## config.mk

```make
export PLATFORM = sky130hd
export DESIGN_NAME = pfs_top
export DESIGN_NICKNAME = d
export VERILOG_FILES = /design/src/rtl/pfs_pkg.sv /design/src/rtl/pfs_top.sv /design/src/rtl/pfs_sync.sv /design/src/rtl/pfs_pin_mux.sv
export VERILOG_INCLUDE_DIRS = /design/src /design/src/rtl
export SDC_FILE = /design/constraint.sdc
export NUM_CORES = 1
export LEC_CHECK = 0
export ABC_AREA = 1
export ABC_CLOCK_PERIOD_IN_PS = 2200
export BUFFER_PORTS_ARGS = -buffer_cell sky130_fd_sc_hd__clkbuf_2
export CAP_MARGIN = 20
export CORE_MARGIN = 2
export CORE_UTILIZATION = 47
export CTS_CLUSTER_DIAMETER = 40
export DETAILED_ROUTE_END_ITERATION = 16
export PLACE_DENSITY = 0.72
export SYNTH_ARGS = -nofsm -noshare
export SYNTH_HDL_FRONTEND = slang
export SYNTH_SLANG_ARGS = --single-unit
```

## constraint.sdc

```tcl
create_clock -name clk -period 2.2 [get_ports clk]
set_input_delay 0.55 -clock clk [delete_from_list [all_inputs] [get_ports clk]]
set_output_delay 0.55 -clock clk [all_outputs]
set_load 0.02 [all_outputs]
```

## src/rtl/pfs_defs.svh

```systemverilog
`ifndef PFS_DEFS_SVH
`define PFS_DEFS_SVH

// ----------------------------------------
// geometry
// ----------------------------------------
`define PFS_NPORT 5
`define PFS_NFSEL 4
`define PFS_PINS_W 40
`define PFS_SYNC_W 41
`define PFS_STRAP_BIT 40

// port indices
`define PFS_P9 0
`define PFS_P10 1
`define PFS_P11 2
`define PFS_P12 3
`define PFS_PA 4

// ----------------------------------------
// register addresses
// ----------------------------------------
`define PFS_A_P9_DATA 32'hFFFFF800
`define PFS_A_P9_DIR 32'hFFFFF801
`define PFS_A_P9_FSEL 32'hFFFFF802
`define PFS_A_P10_DATA 32'hFFFFF810
`define PFS_A_P10_DIR 32'hFFFFF811
`define PFS_A_P10_FSEL 32'hFFFFF812
`define PFS_A_P10_ALT 32'hFFFFF594
`define PFS_A_P11_DATA 32'hFFFFF820
`define PFS_A_P11_DIR 32'hFFFFF036
`define PFS_A_P11_FSEL 32'h0FFFF056
`define PFS_A_P11_ALT 32'hFFFFF596
`define PFS_A_P12_DATA 32'hFFFFF830
`define PFS_A_P12_DIR 32'hFFFFF831
`define PFS_A_P12_FSEL 32'hFFFFF832
`define PFS_A_PA_DATA 32'hFFFFF840
`define PFS_A_PA_DIR 32'hFFFFF841
`define PFS_A_MM 32'hFFFFF850

// ----------------------------------------
// reset values and fixed fields
// ----------------------------------------
`define PFS_ZERO8 8'h00
`define PFS_ONES8 8'hFF
`define PFS_RST_DIR 8'hFF
`define PFS_RST_P9_EXT 8'hFF
`define PFS_MM_EXT 4'h7
`define PFS_MM_ZERO 4'h0
`define PFS_ALT10_MASK 8'hF0
`define PFS_ALT11_MASK 8'h20
`define PFS_ALT11_BIT 5
`define PFS_MM_ADDR_BIT 2
`define PFS_HOLD_PIN 7
`define PFS_TRG_PIN 7
`define PFS_P9_OEN 8'h80
`define PFS_P12_OEN 8'hFC
`define PFS_P10_OEN_LO 4'hC

`endif

```

## src/rtl/pfs_pkg.sv

```systemverilog
`include "pfs_defs.svh"

package pfs_pkg;

    typedef struct packed {
        logic [`PFS_SYNC_W-1:0] s1;
        logic [`PFS_SYNC_W-1:0] s2;
    } pfs_sync_state_t;

    typedef struct packed {
        logic [`PFS_NPORT-1:0][7:0] lat;
        logic [`PFS_NPORT-1:0][7:0] dir;
        logic [`PFS_NFSEL-1:0][7:0] fsel;
        logic [7:0] alt10;
        logic [7:0] alt11;
        logic [3:0] mm;
        logic [7:0] rdata;
        logic [`PFS_NPORT-1:0][7:0] pout;
        logic [`PFS_NPORT-1:0][7:0] poen_n;
        logic [3:0] irq_a;
        logic [3:0] irq_b;
        logic [3:0] irq_c;
        logic [2:0] tclr;
        logic [2:0] tcnt;
        logic ser_in;
        logic ser_clk_in;
        logic hold_req_n;
        logic conv_trig;
    } pfs_state_t;

endpackage

```

## src/rtl/pfs_top.sv

```systemverilog
// Added by the designer: the strobed register port.
`timescale 1ns/1ps
`include "pfs_defs.svh"

module pfs_top (
    // clock and reset
    input wire logic clk,
    input wire logic reset,
    // register port
    input wire logic [31:0] reg_addr,
    input wire logic [7:0] reg_wdata,
    input wire logic [7:0] reg_bit_mask,
    input wire logic reg_wr,
    input wire logic reg_rd,
    output logic [7:0] reg_rdata,
    // boot strap
    input wire logic ext_boot,
    // pins
    input wire logic [7:0] p9_in,
    output logic [7:0] p9_out,
    output logic [7:0] p9_oe_n,
    input wire logic [7:0] p10_in,
    output logic [7:0] p10_out,
    output logic [7:0] p10_oe_n,
    input wire logic [7:0] p11_in,
    output logic [7:0] p11_out,
    output logic [7:0] p11_oe_n,
    input wire logic [7:0] p12_in,
    output logic [7:0] p12_out,
    output logic [7:0] p12_oe_n,
    input wire logic [7:0] pa_in,
    output logic [7:0] pa_out,
    output logic [7:0] pa_oe_n,
    // bus unit
    input wire logic lower_write_or_col_strobe_n,
    input wire logic upper_write_or_col_strobe_n,
    input wire logic read_strobe_n,
    input wire logic write_enable_n,
    input wire logic bus_cycle_start_n,
    input wire logic output_enable_n,
    input wire logic bus_hold_acknowledge_n,
    output logic bus_hold_request_n,
    input wire logic [7:0] addr_lo,
    // pulse timer unit
    input wire logic timer_a_out0,
    input wire logic timer_a_out1,
    output logic timer_a_clear_in,
    output logic timer_a_count_in,
    input wire logic timer_b_out0,
    input wire logic timer_b_out1,
    output logic timer_b_clear_in,
    output logic timer_b_count_in,
    input wire logic timer_c_out0,
    input wire logic timer_c_out1,
    output logic timer_c_clear_in,
    output logic timer_c_count_in,
    // interrupts and dma
    output logic [3:0] ext_irq_a,
    output logic [3:0] ext_irq_b,
    output logic [3:0] ext_irq_c,
    input wire logic [3:0] dma_terminal_count,
    // clocked serial port
    input wire logic serial_port_clock_out,
    input wire logic serial_port_clock_oe_n,
    output logic serial_port_clock_in,
    input wire logic serial_port_out,
    output logic serial_port_in,
    // converter
    input wire logic converter_trigger_select,
    output logic converter_ext_trigger
);

    pfs_pkg::pfs_state_t r;
    pfs_pkg::pfs_state_t nxt;

    logic [`PFS_SYNC_W-1:0] sync_q;
    logic [`PFS_NPORT-1:0][7:0] pin_s;
    logic strap_s;
    logic [`PFS_NPORT-1:0][7:0] sel_v;
    logic [`PFS_NPORT-1:0][7:0] pout_v;
    logic [`PFS_NPORT-1:0][7:0] poen_v;
    logic [`PFS_NPORT-1:0][7:0] mux_out;
    logic [`PFS_NPORT-1:0][7:0] mux_oen;
    logic [`PFS_NPORT-1:0][7:0] pv;
    logic alt5;

    // masked write: single-bit access uses a one-hot mask
    function automatic logic [7:0] pfs_merge(
        input logic [7:0] old,
        input logic [7:0] wd,
        input logic [7:0] m
    );
        pfs_merge = (old & ~m) | (wd & m);
    endfunction

    // ----------------------------------------
    // pin synchronisers
    // ----------------------------------------
    pfs_sync u_sync (
        .clk(clk),
        .d({ext_boot, pa_in, p12_in, p11_in, p10_in, p9_in}),
        .q(sync_q)
    );

    assign pin_s = sync_q[`PFS_PINS_W-1:0];
    assign strap_s = sync_q[`PFS_STRAP_BIT];
    assign alt5 = r.alt11[`PFS_ALT11_BIT];

    // ----------------------------------------
    // pin multiplexers
    // ----------------------------------------
    always_comb
    begin
        sel_v[`PFS_P9] = r.fsel[`PFS_P9];
        pout_v[`PFS_P9] = {1'h1, bus_hold_acknowledge_n, output_enable_n,
            bus_cycle_start_n, write_enable_n, read_strobe_n,
            upper_write_or_col_strobe_n, lower_write_or_col_strobe_n};
        poen_v[`PFS_P9] = `PFS_P9_OEN;
        sel_v[`PFS_P10] = r.fsel[`PFS_P10];
        pout_v[`PFS_P10] = {dma_terminal_count, 2'h0, timer_a_out1, timer_a_out0};
        poen_v[`PFS_P10] = {~r.alt10[7:4], `PFS_P10_OEN_LO};
        // timer outputs, serial out and clock
        sel_v[`PFS_P11] = r.fsel[`PFS_P11];
        pout_v[`PFS_P11] = {serial_port_clock_out, 1'h0, serial_port_out,
            3'h0, timer_b_out1, timer_b_out0};
        poen_v[`PFS_P11] = {~alt5 | serial_port_clock_oe_n, 1'h1, ~alt5, 3'h7, 2'h0};
        sel_v[`PFS_P12] = r.fsel[`PFS_P12];
        pout_v[`PFS_P12] = {6'h00, timer_c_out1, timer_c_out0};
        poen_v[`PFS_P12] = `PFS_P12_OEN;
        // low address bus on port A
        sel_v[`PFS_PA] = {8{r.mm[`PFS_MM_ADDR_BIT]}};
        pout_v[`PFS_PA] = addr_lo;
        poen_v[`PFS_PA] = `PFS_ZERO8;
    end

    // peripheral drive replaces port latch and direction
    for (genvar g = 0; g < `PFS_NPORT; g++)
    begin : g_mux
        pfs_pin_mux u_mux (
            .sel(sel_v[g]),
            .per_out(pout_v[g]),
            .per_oe_n(poen_v[g]),
            .lat(r.lat[g]),
            .dir(r.dir[g]),
            .pin_out(mux_out[g]),
            .pin_oe_n(mux_oen[g])
        );
        // undriven pins read back their level
        assign pv[g] = (pin_s[g] & r.poen_n[g]) | (r.lat[g] & ~r.poen_n[g]);
    end

    // ----------------------------------------
    // registers and peripheral inputs
    // ----------------------------------------
    always_comb
    begin
        nxt = r;
        nxt.pout = mux_out;
        nxt.poen_n = mux_oen;
        nxt.rdata = `PFS_ZERO8;
        // masked writes give byte and bit access
        if (reg_wr)
        begin
            case (reg_addr)
                `PFS_A_P9_DATA: nxt.lat[`PFS_P9] = pfs_merge(r.lat[`PFS_P9], reg_wdata, reg_bit_mask);
                `PFS_A_P9_DIR: nxt.dir[`PFS_P9] = pfs_merge(r.dir[`PFS_P9], reg_wdata, reg_bit_mask);
                `PFS_A_P9_FSEL: nxt.fsel[`PFS_P9] = pfs_merge(r.fsel[`PFS_P9], reg_wdata, reg_bit_mask);
                `PFS_A_P10_DATA: nxt.lat[`PFS_P10] = pfs_merge(r.lat[`PFS_P10], reg_wdata, reg_bit_mask);
                `PFS_A_P10_DIR: nxt.dir[`PFS_P10] = pfs_merge(r.dir[`PFS_P10], reg_wdata, reg_bit_mask);
                `PFS_A_P10_FSEL: nxt.fsel[`PFS_P10] = pfs_merge(r.fsel[`PFS_P10], reg_wdata, reg_bit_mask);
                `PFS_A_P10_ALT: nxt.alt10 = pfs_merge(r.alt10, reg_wdata, reg_bit_mask) & `PFS_ALT10_MASK;
                `PFS_A_P11_DATA: nxt.lat[`PFS_P11] = pfs_merge(r.lat[`PFS_P11], reg_wdata, reg_bit_mask);
                `PFS_A_P11_DIR: nxt.dir[`PFS_P11] = pfs_merge(r.dir[`PFS_P11], reg_wdata, reg_bit_mask);
                `PFS_A_P11_FSEL: nxt.fsel[`PFS_P11] = pfs_merge(r.fsel[`PFS_P11], reg_wdata, reg_bit_mask);
                `PFS_A_P11_ALT: nxt.alt11 = pfs_merge(r.alt11, reg_wdata, reg_bit_mask) & `PFS_ALT11_MASK;
                `PFS_A_P12_DATA: nxt.lat[`PFS_P12] = pfs_merge(r.lat[`PFS_P12], reg_wdata, reg_bit_mask);
                `PFS_A_P12_DIR: nxt.dir[`PFS_P12] = pfs_merge(r.dir[`PFS_P12], reg_wdata, reg_bit_mask);
                `PFS_A_P12_FSEL: nxt.fsel[`PFS_P12] = pfs_merge(r.fsel[`PFS_P12], reg_wdata, reg_bit_mask);
                `PFS_A_PA_DATA: nxt.lat[`PFS_PA] = pfs_merge(r.lat[`PFS_PA], reg_wdata, reg_bit_mask);
                `PFS_A_PA_DIR: nxt.dir[`PFS_PA] = pfs_merge(r.dir[`PFS_PA], reg_wdata, reg_bit_mask);
                `PFS_A_MM: nxt.mm = 4'(pfs_merge({4'h0, r.mm}, reg_wdata, reg_bit_mask));
                default: nxt.mm = r.mm;
            endcase
        end
        if (reg_rd)
        begin
            case (reg_addr)
                `PFS_A_P9_DATA: nxt.rdata = pv[`PFS_P9];
                `PFS_A_P9_DIR: nxt.rdata = r.dir[`PFS_P9];
                `PFS_A_P9_FSEL: nxt.rdata = r.fsel[`PFS_P9];
                `PFS_A_P10_DATA: nxt.rdata = pv[`PFS_P10];
                `PFS_A_P10_DIR: nxt.rdata = r.dir[`PFS_P10];
                `PFS_A_P10_FSEL: nxt.rdata = r.fsel[`PFS_P10];
                `PFS_A_P10_ALT: nxt.rdata = r.alt10;
                `PFS_A_P11_DATA: nxt.rdata = pv[`PFS_P11];
                `PFS_A_P11_DIR: nxt.rdata = r.dir[`PFS_P11];
                `PFS_A_P11_FSEL: nxt.rdata = r.fsel[`PFS_P11];
                `PFS_A_P11_ALT: nxt.rdata = r.alt11;
                `PFS_A_P12_DATA: nxt.rdata = pv[`PFS_P12];
                `PFS_A_P12_DIR: nxt.rdata = r.dir[`PFS_P12];
                `PFS_A_P12_FSEL: nxt.rdata = r.fsel[`PFS_P12];
                `PFS_A_PA_DATA: nxt.rdata = pv[`PFS_PA];
                `PFS_A_PA_DIR: nxt.rdata = r.dir[`PFS_PA];
                `PFS_A_MM: nxt.rdata = {4'h0, r.mm};
                default: nxt.rdata = `PFS_ZERO8;
            endcase
        end
        nxt.tclr = {r.fsel[`PFS_P12][2] & pin_s[`PFS_P12][2],
            r.fsel[`PFS_P11][2] & pin_s[`PFS_P11][2],
            r.fsel[`PFS_P10][2] & pin_s[`PFS_P10][2]};
        nxt.tcnt = {r.fsel[`PFS_P12][3] & pin_s[`PFS_P12][3],
            r.fsel[`PFS_P11][3] & pin_s[`PFS_P11][3],
            r.fsel[`PFS_P10][3] & pin_s[`PFS_P10][3]};
        // choice counts only in peripheral mode
        nxt.irq_a = r.fsel[`PFS_P10][7:4] & ~r.alt10[7:4] & pin_s[`PFS_P10][7:4];
        nxt.irq_b = {r.fsel[`PFS_P11][7:5] & {3{~alt5}} & pin_s[`PFS_P11][7:5],
            r.fsel[`PFS_P11][4] & pin_s[`PFS_P11][4]};
        nxt.ser_in = r.fsel[`PFS_P11][6] & alt5 & pin_s[`PFS_P11][6];
        nxt.ser_clk_in = r.fsel[`PFS_P11][7] & alt5 & pin_s[`PFS_P11][7];
        nxt.irq_c = r.fsel[`PFS_P12][7:4] & pin_s[`PFS_P12][7:4];
        // pin 7 doubles as converter trigger
        nxt.conv_trig = r.fsel[`PFS_P12][`PFS_TRG_PIN] & converter_trigger_select
            & pin_s[`PFS_P12][`PFS_TRG_PIN];
        // hold request idles high when not selected
        nxt.hold_req_n = ~r.fsel[`PFS_P9][`PFS_HOLD_PIN] | pin_s[`PFS_P9][`PFS_HOLD_PIN];
        if (reset)
        begin
            for (int i = 0; i < `PFS_NPORT; i++)
            begin
                nxt.lat[i] = `PFS_ZERO8;
                nxt.dir[i] = `PFS_RST_DIR;
                nxt.pout[i] = `PFS_ZERO8;
                nxt.poen_n[i] = `PFS_ONES8;
            end
            nxt.fsel = '0;
            nxt.alt10 = `PFS_ZERO8;
            nxt.alt11 = `PFS_ZERO8;
            // expansion boot starts with bus enabled
            nxt.fsel[`PFS_P9] = strap_s ? `PFS_RST_P9_EXT : `PFS_ZERO8;
            nxt.mm = strap_s ? `PFS_MM_EXT : `PFS_MM_ZERO;
            nxt.rdata = `PFS_ZERO8;
            nxt.irq_a = 4'h0;
            nxt.irq_b = 4'h0;
            nxt.irq_c = 4'h0;
            nxt.tclr = 3'h0;
            nxt.tcnt = 3'h0;
            nxt.ser_in = 1'h0;
            nxt.ser_clk_in = 1'h0;
            nxt.hold_req_n = 1'h1;
            nxt.conv_trig = 1'h0;
        end
    end

    always_ff @(posedge clk)
    begin
        r <= nxt;
    end

    // ----------------------------------------
    // outputs
    // ----------------------------------------
    assign reg_rdata = r.rdata;
    assign p9_out = r.pout[`PFS_P9];
    assign p9_oe_n = r.poen_n[`PFS_P9];
    assign p10_out = r.pout[`PFS_P10];
    assign p10_oe_n = r.poen_n[`PFS_P10];
    assign p11_out = r.pout[`PFS_P11];
    assign p11_oe_n = r.poen_n[`PFS_P11];
    assign p12_out = r.pout[`PFS_P12];
    assign p12_oe_n = r.poen_n[`PFS_P12];
    assign pa_out = r.pout[`PFS_PA];
    assign pa_oe_n = r.poen_n[`PFS_PA];
    assign bus_hold_request_n = r.hold_req_n;
    assign timer_a_clear_in = r.tclr[0];
    assign timer_b_clear_in = r.tclr[1];
    assign timer_c_clear_in = r.tclr[2];
    assign timer_a_count_in = r.tcnt[0];
    assign timer_b_count_in = r.tcnt[1];
    assign timer_c_count_in = r.tcnt[2];
    assign ext_irq_a = r.irq_a;
    assign ext_irq_b = r.irq_b;
    assign ext_irq_c = r.irq_c;
    assign serial_port_in = r.ser_in;
    assign serial_port_clock_in = r.ser_clk_in;
    assign converter_ext_trigger = r.conv_trig;
endmodule

```

## src/rtl/pfs_sync.sv

```systemverilog
`timescale 1ns/1ps
`include "pfs_defs.svh"

module pfs_sync (
    // clock
    input wire logic clk,
    // data
    input wire logic [`PFS_SYNC_W-1:0] d,
    output logic [`PFS_SYNC_W-1:0] q
);

    pfs_pkg::pfs_sync_state_t r;
    pfs_pkg::pfs_sync_state_t nxt;

    // two stages; only the second stage is read
    always_comb
    begin
        nxt = r;
        nxt.s1 = d;
        nxt.s2 = r.s1;
    end

    always_ff @(posedge clk)
    begin
        r <= nxt;
    end

    assign q = r.s2;

endmodule

```

## src/rtl/pfs_pin_mux.sv

```systemverilog
`timescale 1ns/1ps

module pfs_pin_mux (
    // selection
    input wire logic [7:0] sel,
    // peripheral side
    input wire logic [7:0] per_out,
    input wire logic [7:0] per_oe_n,
    // port side
    input wire logic [7:0] lat,
    input wire logic [7:0] dir,
    // pin side
    output logic [7:0] pin_out,
    output logic [7:0] pin_oe_n
);

    for (genvar b = 0; b < 8; b++)
    begin : g_bit
        assign pin_out[b] = sel[b] ? per_out[b] : lat[b];
        assign pin_oe_n[b] = sel[b] ? per_oe_n[b] : dir[b];
    end

endmodule

```

==> impl_metrics.tcl <==
set metrics [dict create \
    rrSetupSlack_ns 0.73 \
    drive_gt1_share_pct 28.1 \
    ys_seq_area_share_pct 49.7 \
    worstPathRequired_ns 2.66 \
    vias 11600 \
    syn_nets 1688 \
    worstPathArrival_ns 2.39 \
    cp_num_buf_inv 5 \
    fin_crit_ns 1.93 \
    p_comb_share_pct 5.1 \
    n_fill_cell 2428 \
    avgSynthCellArea_um2 8.20 \
    core_um2 26900 \
    grt_pass1_wl_um 63500 \
    ys_top_cells_by_count "dfxtp_1 (301), nand2_1 (260), o21ai_0 (158)" \
    cts_resized 0 \
    finalCritPeriodShare_pct 87.9 \
    yosysWarnings 0 \
    cts_max_level 2 \
    async_flop_share_pct 0 \
    crit_type "input pin to register" \
    crit_chain "clkbuf_2, nand2_1, nor2_1, nand2_1, buf_4, inv_1, nand2_1, buf_4, nor4_1, buf_4, a21oi_1, nor2_1" \
    cts_sinks 313 \
    slew_viol_final 0 \
    cts_buffers 42 \
    post-cts-setup-buffers 0 \
    critPathMaxFanout 6 \
    io_pins 232 \
    grt_pass1_vias 11000 \
    leakage_nw 7.25 \
    seqPwrFrac_pct 44.5 \
    fp.dieW_um 169 \
    rows 60 \
    root_buffer "clkbuf_16" \
    p_sw_mw 3.19 \
    slowest_stage "nor4_1" \
    worstRegToRegCells 7 \
    synth_edf_count 12 \
    cp-startpoint "reg_addr[24]" \
    seqCellArea_um2 6390 \
    fin_area_um2 15900 \
    fmax_mhz 517 \
    yosys.cell_count.top_type "dfxtp_1" \
    status "finished, final reports clean" \
    timing.max_cap.violations 0 \
    path_delay_family "simple AND/OR/NAND/NOR gates" \
    grtUsageTotal_pct 29.3 \
    max_slew_margin_pct 64.0 \
    slowest_delay_ns 0.41 \
    io_buffers 231 \
    synth.area.top_cells "dfxtp_1 (47%), nand2_1 (7.6%), o21ai_0 (6.2%), buf_4 (6.1%), nand3_1 (5.3%)" \
    area_growth_syn_to_layout_pct 23.9 \
    gp_congestion 1.01 \
    grt_max_degree 71 \
    fin_skew_ns 0.0235 \
    hold_path_class "input pin to register" \
    gr-total-overflow 0 \
    synth_top_area_share_pct 46.9 \
    tns_ns 0 \
    worst-slew-pin-transition_ns 0.534 \
    hold_viol 0 \
    ir_worst_vdd_mv 0.583 \
    first_iter_violations 1251 \
    nNetsFinal 1933 \
    syn_area_um2 12800 \
    cp.depth 12 \
    insertion_delay_ns 0.53 \
    drc 0 \
    ant_nets 0 \
    firstDrtPassIters 5 \
    holdBufCountCts 0 \
    clk_pin_slew_ns 0.06 \
    start_util_pct 47.8 \
    startpoint_type "input pin" \
    setup_viol 0 \
    cts_tree "yes" \
    antenna_found_initial 0 \
    num_antenna_cells 0 \
    routed_via_density 5.32 \
    place_hpwl_um 32200 \
    wire_per_inst_um 19.6 \
    die_y_um 169 \
    reg2reg_to "reg_rdata[2]" \
    postSynthCellCount 1566 \
    end_kind "register" \
    ys_types 44 \
    netlist.top_cell.by_area "dfxtp_1" \
    power_density_nw_per_um2 832 \
    swShare_pct 24.1 \
    clockBufferDepth 3 \
    rsz0062_at_grt "no" \
    die_area_um2 28700 \
    pwr-share-clk_pct 50.3 \
    ys.flop_type "dfxtp_1" \
    synth-seq-cells 313 \
    intPower_mw 10.0 \
    wirelength_um 42800 \
    fin_worst_hold_slack_ns 0.110 \
    place_area_um2 14500 \
    multi_input_area_um2 4890 \
]
placed cells by master, fill, tap and decap left out, drive strengths merged, types with 3 or more instances in the layout:
cell type / instances
nand4: 13
inv: 146
nand3b: 6
dfxtp: 301
nor2: 187
nor4: 3
clkinv: 11
buf: 129
mux2i: 6
a221oi: 17
clkinvlp: 4
o211ai: 21
clkbuf: 281
o21ai: 172
edfxtp: 12
nand3: 136
a211oi: 12
nand2: 285
nor3: 16
or3: 3
a21oi: 72
cell families (layout without fill, tap and decap cells):
kind of cell           count (synthesis)  after routing  synth area share (%)
muxes                                  6              6                 0.468
buffers and inverters                296            572                  12.2
and+or+nand+nor                      652            652                  24.1
AOI/OAI and AO/OA                    299            299                  13.5
DFF                                  313            313                  49.7
worst min-delay path by stage:
stage	start	endpoint	slack, ns	cells after the start
after detailed placement	u_sync.nxt[22]	u_sync.q[22]	0.31	0
after global placement	u_sync.nxt[6]	u_sync.q[6]	0.31	0
after global routing	p9_in[0]	u_sync.nxt[0]	0.10	1
after CTS	p11_in[1]	u_sync.nxt[17]	0.10	1
after floorplan	u_sync.nxt[0]	u_sync.q[0]	0.31	0
final	p11_in[1]	u_sync.nxt[17]	0.11	1
stage by stage:
stage                     worst slack, ns  util, %  std cells  power, mW
after floorplan                    0.0964        -       1566       6.36
after global placement             -0.271     54.0       2108       6.68
after detailed placement           -0.309     54.0       2108       6.68
after CTS                           0.247     59.2       2183       13.3
after global routing                0.173     59.2       2183       13.6
final                               0.266     59.2       2183       13.2
layout make-up:
class	instances	area share, %
sequential	313	40.1
multi-input combinational	957	30.7
timing repair buffer	359	14.4
clock buffer	51	7.33
inverter	138	3.29
tap	341	2.68
clock inverter	24	1.42
power groups by stage:
stage | Combinational (mW) | Clock, mW | Sequential, mW
finish | 0.682 | 6.66 | 5.90
global route | 0.730 | 6.98 | 5.91
detailed placement | 0.665 | 0 | 6.02
floorplan | 0.356 | 0 | 6.00
global placement | 0.662 | 0 | 6.02
CTS | 0.670 | 6.73 | 5.90
metal layers:
metal / part of all wire (%) / vias up / routed length, um / track usage (%)
li1: - / 5566 / - / -
met1: 43 / 5362 / 18200 / 39.5
met2: 45 / 596 / 19100 / 46.1
met3: 9.6 / 95 / 4120 / 6.76
met4: 3.2 / 0 / 1380 / 10.4
met5: 0 / - / 0 / 0
Power figures use the tool's default switching activity.
